==> src/psp_pkg.sv <==
// shared constants and types for the pressure sensor serial target port
// Behaviour
// - answer seven-bit address, low bit from pin
// - start is data falling while clock high
// - eighth bit after address selects read/write
// - acknowledge own address by pulling data low
// - stop is data rising while clock high
// - data changes only while clock low
// - command nibble 1000b launches temperature conversion
// - command nibble 1001b launches pressure conversion
// - nibble 1010b runs temperature then pressure
// - pressure result readable high byte first
// - temperature high byte at 0x09, low next
package psp_pkg;
  localparam logic [5:0] OWN_ADDR_HI = 6'h36; // fixed upper address bits
  localparam logic [7:0] IDX_P_HI = 8'h06; // pressure high byte
  localparam logic [7:0] IDX_P_MID = 8'h07; // pressure middle byte
  localparam logic [7:0] IDX_P_LO = 8'h08; // pressure low byte
  localparam logic [7:0] IDX_T_HI = 8'h09; // temperature high byte
  localparam logic [7:0] IDX_T_LO = 8'h0A; // temperature low byte
  localparam logic [7:0] IDX_CMD = 8'h30; // measurement command
  localparam logic [7:0] RST_BYTE = 8'h00; // reset value of every register
  localparam logic [3:0] CMD_TEMP = 4'h8; // single temperature conversion
  localparam logic [3:0] CMD_PRESS = 4'h9; // single pressure conversion
  localparam logic [3:0] CMD_BOTH = 4'hA; // temperature then pressure
  localparam logic [3:0] BITS_IN = 4'h8; // bits of a received byte
  localparam logic [3:0] LAST_TX = 4'h7; // index of last sent bit
  localparam logic LINE_IDLE = 1'b1; // bus lines idle high

  // link states
  typedef enum logic [2:0] {ST_IDLE, ST_RX, ST_ACK, ST_TX, ST_MACK} psp_state_t;
  // which byte of a write is being received
  typedef enum logic [1:0] {PH_ADDR, PH_IDX, PH_DATA} psp_phase_t;

  // conversion results from the sensor core
  typedef struct packed {
    logic t_vld;
    logic [15:0] t;
    logic p_vld;
    logic [23:0] p;
  } psp_res_t;

  // register write strobe
  typedef struct packed {
    logic en;
    logic [7:0] idx;
    logic [7:0] data;
  } psp_wr_t;

  // state of the serial engine
  typedef struct packed {
    psp_state_t state;
    psp_phase_t phase;
    logic [3:0] cnt;
    logic [7:0] shreg;
    logic [7:0] idx;
    logic rd;
    logic nack;
    logic scl_d;
    logic sda_d;
    logic sda_o;
    logic oe;
    logic pend;
    logic start_t;
    logic start_p;
  } psp_port_t;

  // state of the register store
  typedef struct packed {
    logic [7:0] cmd;
    logic [23:0] press;
    logic [15:0] temp;
    logic [7:0] rdata;
  } psp_mem_t;
endpackage

==> src/psp_regs.sv <==
// register store with registered read port
`timescale 1ns/1ps
module psp_regs
  import psp_pkg::*;
(
  input wire logic clk_i,
  input wire logic rst_n_i,
  input wire psp_wr_t wr_i,
  input wire logic [7:0] rd_idx_i,
  input wire psp_res_t res_i,
  output logic [7:0] rdata_o
);
  psp_mem_t st_reg; // registered state
  psp_mem_t st_next; // next state

  // read mux, unmapped indices read zero
  function automatic logic [7:0] rd_mux(input psp_mem_t s, input logic [7:0] idx);
    case (idx)
      IDX_P_HI: rd_mux = s.press[23:16];
      IDX_P_MID: rd_mux = s.press[15:8];
      IDX_P_LO: rd_mux = s.press[7:0];
      IDX_T_HI: rd_mux = s.temp[15:8];
      IDX_T_LO: rd_mux = s.temp[7:0];
      IDX_CMD: rd_mux = s.cmd;
      default: rd_mux = RST_BYTE;
    endcase
  endfunction

  // results load, command writes, read data refresh
  always_comb
  begin
    st_next = st_reg;
    if (res_i.p_vld)
    begin
      st_next.press = res_i.p;
    end
    if (res_i.t_vld)
    begin
      st_next.temp = res_i.t;
    end
    // only the command register is writable
    if (wr_i.en && wr_i.idx == IDX_CMD)
    begin
      st_next.cmd = wr_i.data;
    end
    st_next.rdata = rd_mux(st_reg, rd_idx_i);
  end

  // state register
  always_ff @(posedge clk_i or negedge rst_n_i)
  begin
    if (!rst_n_i)
    begin
      st_reg <= '0;
    end
    else
    begin
      st_reg <= st_next;
    end
  end

  assign rdata_o = st_reg.rdata;
endmodule

==> src/psp_port.sv <==
// serial target port of the pressure sensor with conversion launch
`timescale 1ns/1ps
module psp_port
  import psp_pkg::*;
(
  input wire logic SYS_CLK_I,
  input wire logic RST_N_I,
  input wire logic SCL_I,
  input wire logic SDA_I,
  output logic SDA_O,
  output logic SDA_OE_O,
  input wire logic ADDR_SEL_I,
  input wire logic TEMP_VALID_I,
  input wire logic [15:0] TEMP_DATA_I,
  input wire logic PRESS_VALID_I,
  input wire logic [23:0] PRESS_DATA_I,
  output logic START_TEMP_O,
  output logic START_PRESS_O
);
  psp_port_t st_reg; // registered state
  psp_port_t st_next; // next state
  psp_wr_t wr; // register write strobe
  psp_res_t res; // results to the store
  logic [7:0] rdata; // registered read data
  logic scl_rise; // clock rising edge
  logic scl_fall; // clock falling edge
  logic start_det; // start condition seen
  logic stop_det; // stop condition seen
  logic byte_done; // eighth bit in, clock now low
  logic addr_hit; // address byte matches ours

  // line events from last and current samples
  always_comb
  begin
    scl_rise = !st_reg.scl_d && SCL_I;
    scl_fall = st_reg.scl_d && !SCL_I;
    start_det = st_reg.scl_d && SCL_I && st_reg.sda_d && !SDA_I;
    stop_det = st_reg.scl_d && SCL_I && !st_reg.sda_d && SDA_I;
    byte_done = st_reg.state == ST_RX && scl_fall && st_reg.cnt == BITS_IN;
    addr_hit = st_reg.shreg[7:1] == {OWN_ADDR_HI, ADDR_SEL_I};
  end

  // results bundle
  always_comb
  begin
    res.t_vld = TEMP_VALID_I;
    res.t = TEMP_DATA_I;
    res.p_vld = PRESS_VALID_I;
    res.p = PRESS_DATA_I;
  end

  // serial engine and conversion launch
  always_comb
  begin
    st_next = st_reg;
    st_next.scl_d = SCL_I;
    st_next.sda_d = SDA_I;
    st_next.start_t = 1'b0;
    st_next.start_p = 1'b0;
    wr = '0;
    if (start_det)
    begin
      // start or repeated start restarts the address phase
      st_next.state = ST_RX;
      st_next.phase = PH_ADDR;
      st_next.cnt = '0;
      st_next.oe = 1'b0;
    end
    else if (stop_det)
    begin
      // stop frees the bus
      st_next.state = ST_IDLE;
      st_next.oe = 1'b0;
    end
    else
    begin
      case (st_reg.state)
        ST_RX:
        begin
          if (scl_rise && st_reg.cnt != BITS_IN)
          begin
            // sample data on rising clock
            st_next.shreg = {st_reg.shreg[6:0], SDA_I};
            st_next.cnt = st_reg.cnt + 4'h1;
          end
          else if (byte_done)
          begin
            st_next.cnt = '0;
            case (st_reg.phase)
              PH_ADDR:
              begin
                if (addr_hit)
                begin
                  // direction bit then acknowledge
                  st_next.rd = st_reg.shreg[0];
                  st_next.state = ST_ACK;
                  st_next.oe = 1'b1;
                end
                else
                begin
                  // not ours, wait for next start
                  st_next.state = ST_IDLE;
                end
              end
              PH_IDX:
              begin
                // register index byte
                st_next.idx = st_reg.shreg;
                st_next.phase = PH_DATA;
                st_next.state = ST_ACK;
                st_next.oe = 1'b1;
              end
              default:
              begin
                // data byte to current index
                wr.en = 1'b1;
                wr.idx = st_reg.idx;
                wr.data = st_reg.shreg;
                st_next.idx = st_reg.idx + 8'h01;
                st_next.state = ST_ACK;
                st_next.oe = 1'b1;
              end
            endcase
          end
        end
        ST_ACK:
        begin
          // release or start sending on falling clock
          if (scl_fall)
          begin
            if (st_reg.rd)
            begin
              st_next.shreg = rdata;
              st_next.oe = !rdata[7];
              st_next.state = ST_TX;
            end
            else
            begin
              st_next.oe = 1'b0;
              st_next.state = ST_RX;
              if (st_reg.phase == PH_ADDR)
              begin
                st_next.phase = PH_IDX;
              end
            end
          end
        end
        ST_TX:
        begin
          // next bit only after clock falls
          if (scl_fall)
          begin
            if (st_reg.cnt == LAST_TX)
            begin
              st_next.oe = 1'b0;
              st_next.state = ST_MACK;
              st_next.idx = st_reg.idx + 8'h01;
            end
            else
            begin
              st_next.shreg = {st_reg.shreg[6:0], 1'b0};
              st_next.oe = !st_reg.shreg[6];
              st_next.cnt = st_reg.cnt + 4'h1;
            end
          end
        end
        ST_MACK:
        begin
          // master acknowledge decides continue or end
          if (scl_rise)
          begin
            st_next.nack = SDA_I;
          end
          else if (scl_fall)
          begin
            st_next.cnt = '0;
            if (st_reg.nack)
            begin
              st_next.state = ST_IDLE;
            end
            else
            begin
              st_next.shreg = rdata;
              st_next.oe = !rdata[7];
              st_next.state = ST_TX;
            end
          end
        end
        default:
        begin
          st_next.oe = 1'b0;
        end
      endcase
    end
    // pending pressure after temperature finishes
    if (st_reg.pend && TEMP_VALID_I)
    begin
      st_next.pend = 1'b0;
      st_next.start_p = 1'b1;
    end
    // command write launches conversions, set beats clear
    if (wr.en && wr.idx == IDX_CMD)
    begin
      case (wr.data[3:0])
        CMD_TEMP: st_next.start_t = 1'b1;
        CMD_PRESS: st_next.start_p = 1'b1;
        CMD_BOTH:
        begin
          st_next.start_t = 1'b1;
          st_next.pend = 1'b1;
        end
        default: st_next.pend = st_next.pend;
      endcase
    end
  end

  // state register
  always_ff @(posedge SYS_CLK_I or negedge RST_N_I)
  begin
    if (!RST_N_I)
    begin
      st_reg <= '0;
      st_reg.scl_d <= LINE_IDLE;
      st_reg.sda_d <= LINE_IDLE;
    end
    else
    begin
      st_reg <= st_next;
    end
  end

  // register store
  psp_regs u_psp_regs (
    .clk_i(SYS_CLK_I),
    .rst_n_i(RST_N_I),
    .wr_i(wr),
    .rd_idx_i(st_reg.idx),
    .res_i(res),
    .rdata_o(rdata)
  );

  // outputs straight from flops
  assign SDA_O = st_reg.sda_o;
  assign SDA_OE_O = st_reg.oe;
  assign START_TEMP_O = st_reg.start_t;
  assign START_PRESS_O = st_reg.start_p;
endmodule

==> config.mk <==
export PLATFORM = sky130hd
export DESIGN_NAME = psp_port
export DESIGN_NICKNAME = d
export VERILOG_FILES = /design/src/psp_pkg.sv /design/src/psp_regs.sv /design/src/psp_port.sv
export SDC_FILE = /design/constraint.sdc
export NUM_CORES = 1
export LEC_CHECK = 0
export ABC_AREA = 1
export BUFFER_PORTS_ARGS = -buffer_cell sky130_fd_sc_hd__buf_2
export CAP_MARGIN = 40
export CORE_MARGIN = 2
export CORE_UTILIZATION = 64
export DETAILED_ROUTE_END_ITERATION = 7
export PLACE_DENSITY = 0.86
export SYNTH_ARGS = -nofsm -noshare
export SYNTH_HDL_FRONTEND = slang
export SYNTH_SLANG_ARGS = --single-unit
export TNS_END_PERCENT = 10
==> constraint.sdc <==
create_clock -name SYS_CLK_I -period 3.3 [get_ports SYS_CLK_I]
set_input_delay 0.165 -clock SYS_CLK_I [delete_from_list [all_inputs] [get_ports SYS_CLK_I]]
set_output_delay 0.165 -clock SYS_CLK_I [all_outputs]
set_load 0.05 [all_outputs]
# --- Word-level counts from Yosys, hierarchy flattened ---
# Index checks and enable logic that the tools add are counted.
totals:
  inputBits: 47
  out_inout_bits: 4
  word_cells: 175
  register_bits: 89
op_classes:
  addsub: 2
  n_eq_ne: 52
  bitwise: 3
  mux: 67
  n_reduce_logical: 34
op_table:
  columns: ["op", "count"]
  rows:
  - ["17-bit 2-to-1 mux", 6]
  - ["8-bit one-hot mux with 6 select lines", 1]
  - ["8-bit 2-to-1 mux", 5]
  - ["12-bit 2-to-1 mux", 3]
  - ["9-bit 2-to-1 mux", 4]
  - ["4-bit != test, second input constant", 9]
  - ["8-bit one-hot mux with 2 select lines", 2]
  - ["8-bit one-hot mux with 4 select lines", 1]
  - ["8-bit AND reduction", 4]
  - ["3-bit != test, second input constant", 9]
  - ["8-bit by 4-bit == test with 1-bit output, second input constant", 3]
  - ["24-bit 2-to-1 mux", 1]
  - ["2-bit != test, second input constant", 12]
  - ["1-bit 2-to-1 mux", 23]
  - ["20-bit 2-to-1 mux", 1]
  - ["3-bit 2-to-1 mux", 6]
  - ["4-bit == test, second input constant", 4]
  - ["8-bit by 3-bit == test with 1-bit output, second input constant", 2]
  - ["8-bit by 6-bit == test with 1-bit output, second input constant", 2]
  - ["2-bit 2-to-1 mux", 7]
  - ["7-bit AND reduction", 2]
  - ["1-bit logical AND", 12]
  - ["3-bit one-hot mux with 4 select lines", 1]
  - ["4-bit one-hot mux with 3 select lines", 1]
  - ["other kinds (26)", 37]

# --- Logic depth before layout (Yosys ltp) ---
# Gate-level depths: netlist of the first run.
depth:
  word_depth: 13
  depth_mapped: 12
  mapped_depth_nobuf: 12

# --- Hierarchy ---
# Synthesis of the first run repeated with hierarchy kept, for this count alone.
unflattened:
  hier_cells: 701
  hier_area_um2: 5410.2
modules_own_cells:
  columns: ["mod", "seq_area_each_um2", "cells_per_inst", "area_per_inst_um2", "instances"]
  rows:
  - ["psp_regs", 1401.3, 280, 2762.6, 1]
  - ["psp_port", 828.3, 421, 2647.5, 1]

# --- Worst setup path after synthesis of the first run ---
# No wires, ideal clock.
synth_timing:
  path_kind: "register to register"
  startpoint: "register st_reg[25] (netlist bit)"
  endpoint: "register st_reg[21] (netlist bit)"
  t_arrival_ns: 1.451
  path_stages_with_launch: 12
  path_slack_ns: 1.726
  required_time_ns: 3.177
  cell_sequence: "dfrtp_1 > inv_1 > ha_1 > nand3_1 > nand2_1 > nand2_2 > inv_2 > nor3_4 > nand2_2 > buf_6 > nand2_1 > o21ai_2"
synth_via:
  elab_chain_cells: 4
  word_cells_on_any_way: 6
  cone_classes: "eq/ne: 4; reduce/logical: 2"
synth_lines:
  columns: ["element", "line", "source"]
  rows:
  - ["start, declared", "psp_port.sv:20", "psp_port_t st_reg;"]
  - ["start signal, assigned", "psp_port.sv:228", "st_reg <= st_next;"]
  - ["4-bit != test", "psp_port.sv:80", "if (scl_rise && st_reg.cnt != BITS_IN)"]
  - ["1-bit logical AND", "psp_port.sv:80", null]
  - ["2-bit by 1-bit != test with 1-bit output (no line)", null, null]
  - ["11-bit AND reduction (no line) (*)", null, null]
# Every way passes the cells marked *; elsewhere a longest branch is shown, timed or not.
# A chain may end at the register's enable or synchronous reset.

# --- Worst setup path after layout of the first run ---
layout_timing:
  startpoint: "register st_reg[6] (netlist bit)"
  endpoint: "register st_reg[32] (netlist bit)"
layout_via:
  elab_chain_cells: 5
  word_cells_on_any_way: 22
  cone_classes: "eq/ne: 7; mux: 2; reduce/logical: 13"
layout_lines:
  columns: ["element", "line"]
  rows:
  - ["1-bit logical AND (tied with other cells)", "psp_port.sv:37, psp_port.sv:38"]
  - ["1-bit logical AND, on equally long branches (2 in series)", null]
  - ["4-bit != test (no line) (tied with other cells)", null]
  - ["8-bit AND reduction (no line) or 9-bit 2-to-1 mux (tied branches)", null]
# Parallel ways exist; a longest one is shown, timed or not.

==> metrics.csv, run 1 <==
metric,value,unit
synth-seq-cells,89,
async_flop_share,100,%
p_int,1.60,mW
synth_top_family_by_area,simple AND/OR/NAND/NOR gates,
r2r_start,st_reg[6],
setup_violations,0,
min_delay_path_depth,3,
core_area,7330,um^2
start_util,66.5,%
ys_warn_count,0,
drv_cap,0,
ctsResizeCount,0,
hpwlAfterDp,9.28,mm
cp_common_cell,nand2_1,
p_seq_share,53.4,%
yosysUniqueCellTypes,39,
dp_cells,785,
layout.nets,762,
cp_max_fo,8,
seqCellArea,2230,um^2
cts_root_buffer,clkbuf_8,
drt-initial-drc-count,340,
tns,0,ps
cts_tree,built,
cts.clk_slew.worst_paths,100,ps
final_hold_viol_count,0,
multiInputGateArea,2280,um^2
critPathKind,reg -> reg,
vias,4475,
fillCellCount,549,
grtUsageTotal,32.5,%
grt_max_degree,39,
start_kind,flop,
synthXorXnorAreaFrac,0.539,%
cts_sinks,89,
finalWorstPathRequiredPeriod,1980,ps
synthTopCellsByArea,"dfrtp_1 (45%), nand2_1 (18%), inv_1 (5.9%)",
comb_power_share,15.5,%
slew_headroom,61.5,%
cp.depth,7,
die_area,8330,um^2
clock.fmax,504,MHz
path_buf_inv,1,
portBuffers,49,
drv_slew,0,
slowest_delay,580,ps
insertion_delay,370,ps
power_density,427,nW/um^2
clock_power_share,31.1,%
synthCells,647,
syn_area,4880,um^2
yosys.area_share.simple,31.4,%
num_rows,31,
largest_reg_flops,48,
switching_share,32.0,%
synth_edf_count,0,
synth.avg_cell_area,7.54,um^2
num_antenna_cells,0,
grt_overflow,0,
finalNonFillerCells,812,
die_w,91.3,um
total_power,2.36,mW
crit_family,simple AND/OR/NAND/NOR gates,
skew,10.7,ps
layout_commonest_cell,nand2_1,
antenna_left,0,
numCtsBuffers,9,
status,"finished, final reports clean",
irDropWorstVdd,327,uV
cts_setup_buffers,0,
synth_largest_area_cell,dfrtp_1,
end_kind,flop,
drive_gt1_share,16.7,%
fin_crit_sh,60.1,%
worst_slew_pin_slew,575,ps
io_pins,51,
arrival,2240,ps
yosysTopAreaCellShare,44.6,%
syn_nets,700,
synthFlopType,dfrtp_1,
grt_pass1_wl,21.2,mm
die_h,91.3,um
path_cells,"nand4_1, nand2_4, inv_2, nand2_1, nand3_2, nand2_1, o21ai_1",
muxShareOfSynthArea,3.70,%
yosysSeqAreaShare,45.7,%
areaGrowthSynthToFinish,13.0,%
required,3560,ps
synth_compound_area_share,9.42,%
power_switching,0.754,mW
first_global_vias,4412,
rsz0062_at_grt,no,
dr.pass1.iters,5,
via_per_inst,5.51,
p_leak,2.90,nW
synthAdderAreaFrac,1.54,%
hp-class,in -> reg,
antenna_found_initial,0,
drc,0,
hold_buffers,12,
critPathSlowestCell,dfstp_2,
ff2ff_path_depth,7,
crit_start,st_reg[6],
ctsLongestPathBuffers,2,
globalplace.congestion,0.976,
wire_per_inst,15.2,um
final_cell_mix,"nand2_1 (229), dfrtp_1 (87), inv_1 (76)",
drt-total-wl,12.4,mm
min-delay-start,PRESS_DATA_I[23],
htree_num_levels,3,
-- through the flow --
stage	setup slack [ps]	cell area [um^2]	utilization, %	hold WS, ps
floorplan	1730	4880	-	-131
global placement	1410	5190	70.8	305
detailed placement	1390	5210	71.1	158
CTS	1370	5510	75.2	0.272
global route	1230	5510	75.2	2.10
finish	1320	5510	75.2	1.86
-- path summary, 6_finish.rpt --
kind	end	slack (ps)
setup / recovery	st_reg[32]	1320
hold / removal	u_psp_regs.st_reg[47]	2
setup reg to reg	st_reg[32]	1320
hold reg to reg	SDA_OE_O	480
max in group asynchronous	st_reg[5]	2380
min in group asynchronous	st_reg[12]	280
-- synthesized netlist by cell type (2+ instances only) --
library cell	n
a21oi_1	14
buf_6	2
clkbuf_1	7
dfrtp_1	87
dfstp_2	2
ha_1	6
inv_1	76
inv_2	5
mux2_2	16
nand2_1	229
nand2_2	7
nand2_4	2
nand3_1	30
nand3_2	2
nand3b_1	6
nand4_1	11
nor2_1	51
nor2_2	7
nor2_4	3
nor3_1	3
o21ai_0	44
o21ai_1	11
o21ai_2	6
o22ai_1	4
xor2_1	2
-- kinds of logic (layout without fill, tap and decap cells) --
| kind of cell | after synthesis | in the layout |
|---|---|---|
| compound gates | 84 | 84 |
| xor+xnor | 3 | 3 |
| flops | 89 | 89 |
| buf+inv | 93 | 159 |
| other cells | 1 | 1 |
| fa+ha+maj | 6 | 6 |
| mux | 16 | 16 |
| simple gates | 355 | 355 |
-- final cells by class --
type	count	share of cell area (%)
clock buffers	9	2.25
repair buffers	63	7.17
flip-flops and latches	89	40.5
clock inverters	6	1.04
multi-input cells	465	41.3
inverters	81	5.52
well taps	99	2.25
-- worst reg2reg max path, delay by kind of cell (launching register included) --
kind / cells / cell delay (ps)
AO/OA/AOI/OAI: 1 / 70
buffers and inverters: 1 / 140
flip-flops: 1 / 580
AND/OR/NAND/NOR: 5 / 1080
-- routing by layer --
metal  routed length [um]  global-route usage (%)  vias up
li1                     -                       -     2173
met1                 5450                    44.7     2088
met2                 5800                    52.0      191
met3                  870                    7.22       23
met4                  254                    9.97        0
met5                    0                       0        -
-- power groups by stage --
stage / registers [mW] / clock network (mW) / logic, mW
2_1_floorplan: 1.25 / 0 / 0.239
3_3_place_gp: 1.27 / 0 / 0.337
3_5_place_dp: 1.28 / 0 / 0.349
4_1_cts: 1.25 / 0.733 / 0.362
5_1_grt: 1.27 / 0.780 / 0.417
6_report: 1.26 / 0.732 / 0.366
No activity file was read; power rests on OpenSTA's default activity.
==> run 2, diff against run 1 <==
--- a/config.mk
+++ b/config.mk
@@ -9,9 +9,9 @@
 export BUFFER_PORTS_ARGS = -buffer_cell sky130_fd_sc_hd__buf_2
 export CAP_MARGIN = 40
 export CORE_MARGIN = 2
-export CORE_UTILIZATION = 64
+export CORE_UTILIZATION = 53
 export DETAILED_ROUTE_END_ITERATION = 7
-export PLACE_DENSITY = 0.86
+export PLACE_DENSITY = 0.76
 export SYNTH_ARGS = -nofsm -noshare
 export SYNTH_HDL_FRONTEND = slang
 export SYNTH_SLANG_ARGS = --single-unit
==> constraint.sdc (replaced) <==
create_clock -name SYS_CLK_I -period 1.8 [get_ports SYS_CLK_I]
set_input_delay 0.09 -clock SYS_CLK_I [delete_from_list [all_inputs] [get_ports SYS_CLK_I]]
set_output_delay 0.09 -clock SYS_CLK_I [all_outputs]
set_load 0.05 [all_outputs]
==> run 2 against run 1 <==
Net effect:
- sequential power rose by 83%
- hold slack improved by 110 ps
- sequential share of layout area fell by 3.9 points
- first-iteration DRC count rose by 4.4%
- die area rose by 20%
- power rose by 88%
- critical path depth rose by 3
- setup slack got worse by 1300 ps
- flip-flop and latch count did not move
==> metrics.csv, run 2 (same netlist as run 1, synthesis figures left out) <==
metric,value,unit,change
path_cells,"inv_2, nand2_1, nor2_1, inv_1, nand2_1, nand3_1, nand2_1, nand2_1, nand2_1, nand2_1",,
grt_pass1_wl,22.1,mm,+4.2%
layout_commonest_cell,nand2_1,,
min-delay-start,TEMP_VALID_I,,
cts_root_buffer,clkbuf_8,,
via_per_inst,5.29,,-4.1%
num_antenna_cells,0,,unchanged
core_area,8810,um^2,+20%
p_leak,3.14,nW,+8.2%
wl_met1,5.89,mm,+8.0%
ctsLongestPathBuffers,2,,unchanged
antenna_found_initial,0,,unchanged
vias,4641,,+3.7%
status,"finished, final reports clean",,
start_util,55.4,%,-11 points
clock.fmax,573,MHz,+14%
die_area,9980,um^2,+20%
wl_met2,6.63,mm,+14%
drc,0,,unchanged
slew_headroom,58.4,%,-3.1 points
power_density,724,nW/um^2,+69%
irDropWorstVdd,748,uV,+130%
place_ws,2.37,ps,-1390 ps
antenna_left,0,,unchanged
highest_layer,met4,,
fin_crit_sh,96.9,%,+37 points
crit_family,simple AND/OR/NAND/NOR gates,,
drive_gt1_share,20.6,%,+4.0 points
start_kind,flop,,
drv_slew,0,,unchanged
end_kind,flop,,
finalWorstPathRequiredPeriod,1740,ps,-239 ps
worst_slew_pin_slew,624,ps,+48.7 ps
required,2050,ps,-1510 ps
grtUsageTotal,28.4,%,-4.1 points
path_buf_inv,2,,+1
final_hold_viol_count,0,,unchanged
drt-total-wl,13.5,mm,+9.2%
cp_max_fo,5,,-3
layout.nets,818,,+7.3%
hp-class,in -> reg,,
multiInputGateArea,2350,um^2,+3.3%
cp_common_cell,nand2_1,,
insertion_delay,360,ps,about the same
drv_cap,0,,unchanged
cts.clk_slew.worst_paths,100,ps,about the same
dr.pass1.iters,5,,unchanged
grt_overflow,0,,unchanged
tns,0,ps,unchanged
portBuffers,49,,unchanged
numCtsBuffers,9,,unchanged
setup_violations,0,,unchanged
critPathKind,reg -> reg,,
num_rows,34,,+9.7%
skew,18.6,ps,+7.88 ps
arrival,1990,ps,-250 ps
setup_slack,55.6,ps,-1260 ps
rsz0062_at_grt,yes,,
r2r_start,st_reg[33],,
seqCellArea,2230,um^2,about the same
areaGrowthSynthToFinish,25.1,%,
io_pins,51,,unchanged
drt-initial-drc-count,355,,+4.4%
largest_reg_flops,48,,unchanged
cts_tree,built,,
grt_max_degree,40,,+2.6%
first_global_vias,4588,,+4.0%
final_cell_mix,"nand2_1 (221), dfrtp_1 (86), inv_1 (75)",,
die_w,99.9,um,+9.5%
crit_start,st_reg[33],,
globalplace.congestion,0.981,,+0.48%
critPathSlowestCell,dfrtp_1,,
wire_per_inst,15.4,um,+0.95%
slowest_delay,490,ps,-90 ps
hpwlAfterDp,9.60,mm,+3.5%
die_h,99.9,um,+9.5%
fillCellCount,678,,+23%
htree_num_levels,3,,unchanged
routed-wl-met3,781,um,-10%
cts_sinks,89,,unchanged
-- run 2: per-layer routing --
metal,GRT usage (%),vias to the layer above
li1,-,2276
met1,37.9,2196
met2,48.8,147
met3,5.01,22
met4,6.64,0
met5,0,-
-- run 2: report_power, final --
part / internal (mW) / switching, mW / leakage (nW) / total, mW
sequential: 2.15 / 0.147 / 1.15 / 2.30
clock: 0.585 / 0.739 / 0.0959 / 1.32
combinational: 0.332 / 0.462 / 1.90 / 0.794
-- run 2: final timing paths --
check | end | slack [ps] | cells after the start
setup reg to reg | st_reg[30] | 60 | 10
min in group asynchronous | u_psp_regs.st_reg[44] | 220 | 2
max in group asynchronous | u_psp_regs.st_reg[10] | 920 | 3
hold reg to reg | SDA_OE_O | 480 | 2
setup / recovery | st_reg[30] | 60 | 10
hold / removal | u_psp_regs.st_reg[14] | 110 | 3
-- run 2: final cells by class --
cell class / instances / area share, %
clock buffer: 11 / 2.48
clock inverter: 5 / 0.636
inverter: 81 / 5.02
multi-input combinational: 466 / 38.6
sequential: 89 / 36.6
tap: 108 / 2.21
timing repair buffer: 118 / 14.5
-- run 2: through the flow --
| step | cell area [um^2] | instances | power (mW) | hold slack, ps | util (%) |
|---|---|---|---|---|---|
| 5_1_grt | 6100 | 878 | 4.62 | 129 | 69.3 |
| 2_1_floorplan | 4880 | 647 | 2.73 | -206 | - |
| 4_1_cts | 6000 | 874 | 4.36 | 103 | 68.1 |
| 3_5_place_dp | 5370 | 815 | 2.99 | 83.9 | 60.9 |
| 6_report | 6100 | 878 | 4.42 | 112 | 69.3 |
| 3_3_place_gp | 5370 | 815 | 2.96 | 80.9 | 60.9 |
-- run 2: worst min-delay path, cell delays in order --
cell,delay [ps]
buf_2,210
nand2_1,100
nand2_1,40
-- run 2: repair_timing --
action / CTS / global route
setup buffers: 0 / 3
hold buffers: 43 / 0
hold endpoints to repair: 77 / 0
pin swaps: 0 / 6
cloned: 0 / 1
gates resized for setup: 2 / 19
endpoints found under the setup margin: 5 / 40
==> run 3, diff against run 2 <==
--- a/config.mk
+++ b/config.mk
@@ -12,6 +12,7 @@
 export CORE_UTILIZATION = 53
 export DETAILED_ROUTE_END_ITERATION = 7
 export PLACE_DENSITY = 0.76
+export RECOVER_POWER = 50
 export SYNTH_ARGS = -nofsm -noshare
 export SYNTH_HDL_FRONTEND = slang
 export SYNTH_SLANG_ARGS = --single-unit
==> run 3 against run 2 <==
Net effect:
- the run now ends with max-capacitance violations left
- largest cell class unchanged
- register-to-register slack barely moved
- non-clock buffer count unchanged
- hold slack improved by 0.75 ps
- maximum frequency increased by 0.60%
- via count fell by 0.15%
==> metrics.csv, run 3 (same netlist as run 1, synthesis figures left out) <==
metric,value,unit,change
status,finished with violations,,
failed_checks,max-capacitance violations,,
switching_share,30.4,%,-0.097 points
die_h,99.9,um,unchanged
path_cells,"inv_2, nand2_1, nor2_1, inv_1, nand2_1, nand3_1, nand2_1, nand2_1, nand2_1, nand2_1",,
globalplace.congestion,0.981,,unchanged
use_met2,48.8,%,unchanged
crit_family,simple AND/OR/NAND/NOR gates,,
place_ws,2.37,ps,unchanged
insertion_delay,360,ps,about the same
vias,4634,,-0.15%
worst_slew_pin_slew,1500,ps,+874 ps
core_area,8810,um^2,unchanged
io_pins,51,,unchanged
layout_commonest_cell,nand2_1,,
slowest_delay,480,ps,about the same
drt-total-wl,13.5,mm,-0.38%
start_util,55.4,%,unchanged
num_antenna_cells,0,,unchanged
die_area,9980,um^2,unchanged
areaGrowthSynthToFinish,25.0,%,
clock.fmax,577,MHz,+0.60%
grt_max_degree,40,,unchanged
clock_power_share,29.9,%,about the same
required,2050,ps,about the same
numCtsBuffers,9,,unchanged
cp_max_fo,5,,unchanged
drv_cap,1,,+1
fillCellCount,681,,+0.44%
drc,0,,unchanged
drive_gt1_share,20.4,%,-0.26 points
grt_use_met1,37.9,%,unchanged
layout.nets,818,,unchanged
setup_slack,66.1,ps,+10.5 ps
path_buf_inv,2,,unchanged
htree_num_levels,3,,unchanged
ff2ff_path_depth,10,,unchanged
power_density,724,nW/um^2,about the same
p_leak,3.13,nW,-0.22%
critPathKind,reg -> reg,,
cts_root_buffer,clkbuf_8,,
hpwlAfterDp,9.60,mm,unchanged
wire_per_inst,15.3,um,-0.38%
drv_slew,0,,unchanged
min_delay_path_depth,3,,unchanged
arrival,1980,ps,about the same
slew_headroom,0.150,%,-58 points
grtUsageTotal,28.4,%,unchanged
cts_tree,built,,
p_seq_share,52.1,%,about the same
grt-busiest-layer,met2,,
finalWorstPathRequiredPeriod,1730,ps,-10.5 ps
largest_reg_flops,48,,unchanged
final_hold_viol_count,0,,unchanged
end_kind,flop,,
num_rows,34,,unchanged
final_cell_mix,"nand2_1 (221), dfrtp_1 (86), inv_1 (75)",,
rsz0062_at_grt,yes,,
tns,0,ps,unchanged
cp_common_cell,nand2_1,,
met3_usage,5.01,%,unchanged
ctsLongestPathBuffers,2,,unchanged
setup_violations,0,,unchanged
comb_power_share,18.0,%,about the same
antenna_left,0,,unchanged
die_w,99.9,um,unchanged
cts.clk_slew.worst_paths,90,ps,about the same
power_switching,1.34,mW,-0.49%
via_per_inst,5.28,,-0.15%
start_kind,flop,,
grt_overflow,0,,unchanged
r2r_slack,70,ps,about the same
dr.pass1.iters,5,,unchanged
drt-initial-drc-count,413,,+16%
first_global_vias,4588,,unchanged
fin_crit_sh,96.3,%,-0.58 points
skew,16.0,ps,-2.63 ps
critPathSlowestCell,dfrtp_1,,
hp-class,in -> reg,,
cp.depth,10,,unchanged
antenna_found_initial,0,,unchanged
p_int,3.07,mW,about the same
cts_sinks,89,,unchanged
portBuffers,49,,unchanged
irDropWorstVdd,748,uV,about the same
grt_pass1_wl,22.1,mm,unchanged
-- run 3: cell types whose count changed in the layout (fill, tap and decap cells not counted), sizes merged --
cell / before / now
buf: 75 / 71
clkbuf: 11 / 15
-- run 3: what timing repair did --
item | in CTS | in global routing
setup buffers | 0 | 3
gates resized for setup | 2 | 19
hold buffers | 43 | 0
hold endpoints to repair | 77 | 0
setup endpoints to repair | 5 | 40
pin swaps | 0 | 6
cloned | 0 | 1
-- run 3: final timing paths --
check	from	to
hold reg to reg	SDA_OE_O	SDA_OE_O
min in group asynchronous	RST_N_I	u_psp_regs.st_reg[44]
setup reg to reg	st_reg[33]	st_reg[30]
hold / removal	TEMP_VALID_I	u_psp_regs.st_reg[14]
max in group asynchronous	RST_N_I	u_psp_regs.rdata_o[0]
setup / recovery	st_reg[33]	st_reg[30]
-- run 3: worst reg2reg max path: cells and delay by family, from the launching register on --
kind,cells,cell delay [ps]
simple gates,8,850
buf+inv,2,290
flops,1,480
-- run 3: metal layers --
| metal | vias up | part of all wire [%] | routed length, um |
|---|---|---|---|
| met1 | 2181 | 43 | 5840 |
| met5 | - | 0 | 0 |
| met2 | 156 | 49 | 6600 |
| met3 | 21 | 6.1 | 826 |
| met4 | 0 | 1.5 | 199 |
| li1 | 2276 | - | - |
-- run 3: area by class of cell --
type / count / area (um^2) / area share, %
flip-flops and latches: 89 / 2230 / 36.6
multi-input cells: 466 / 2350 / 38.6
well taps: 108 / 135 / 2.22
clock buffers: 11 / 151 / 2.48
clock inverters: 5 / 38.8 / 0.637
inverters: 81 / 307 / 5.03
repair buffers: 118 / 878 / 14.4
-- run 3: stage by stage --
stage / util, % / hold WS [ps] / cells / cell area [um^2] / total power, mW
floorplan: - / -206 / 647 / 4880 / 2.73
global route: 69.2 / 129 / 878 / 6090 / 4.62
finish: 69.2 / 113 / 878 / 6090 / 4.41
CTS: 68.1 / 103 / 874 / 6000 / 4.36
detailed placement: 60.9 / 83.9 / 815 / 5370 / 2.99
global placement: 60.9 / 80.9 / 815 / 5370 / 2.96
-- run 3: power groups by stage --
stage / sequential [mW] / combinational (mW) / clock (mW)
finish: 2.30 / 0.794 / 1.32
global route: 2.31 / 0.882 / 1.42
CTS: 2.28 / 0.746 / 1.33
detailed placement: 2.32 / 0.665 / 0
global placement: 2.32 / 0.646 / 0
floorplan: 2.29 / 0.437 / 0
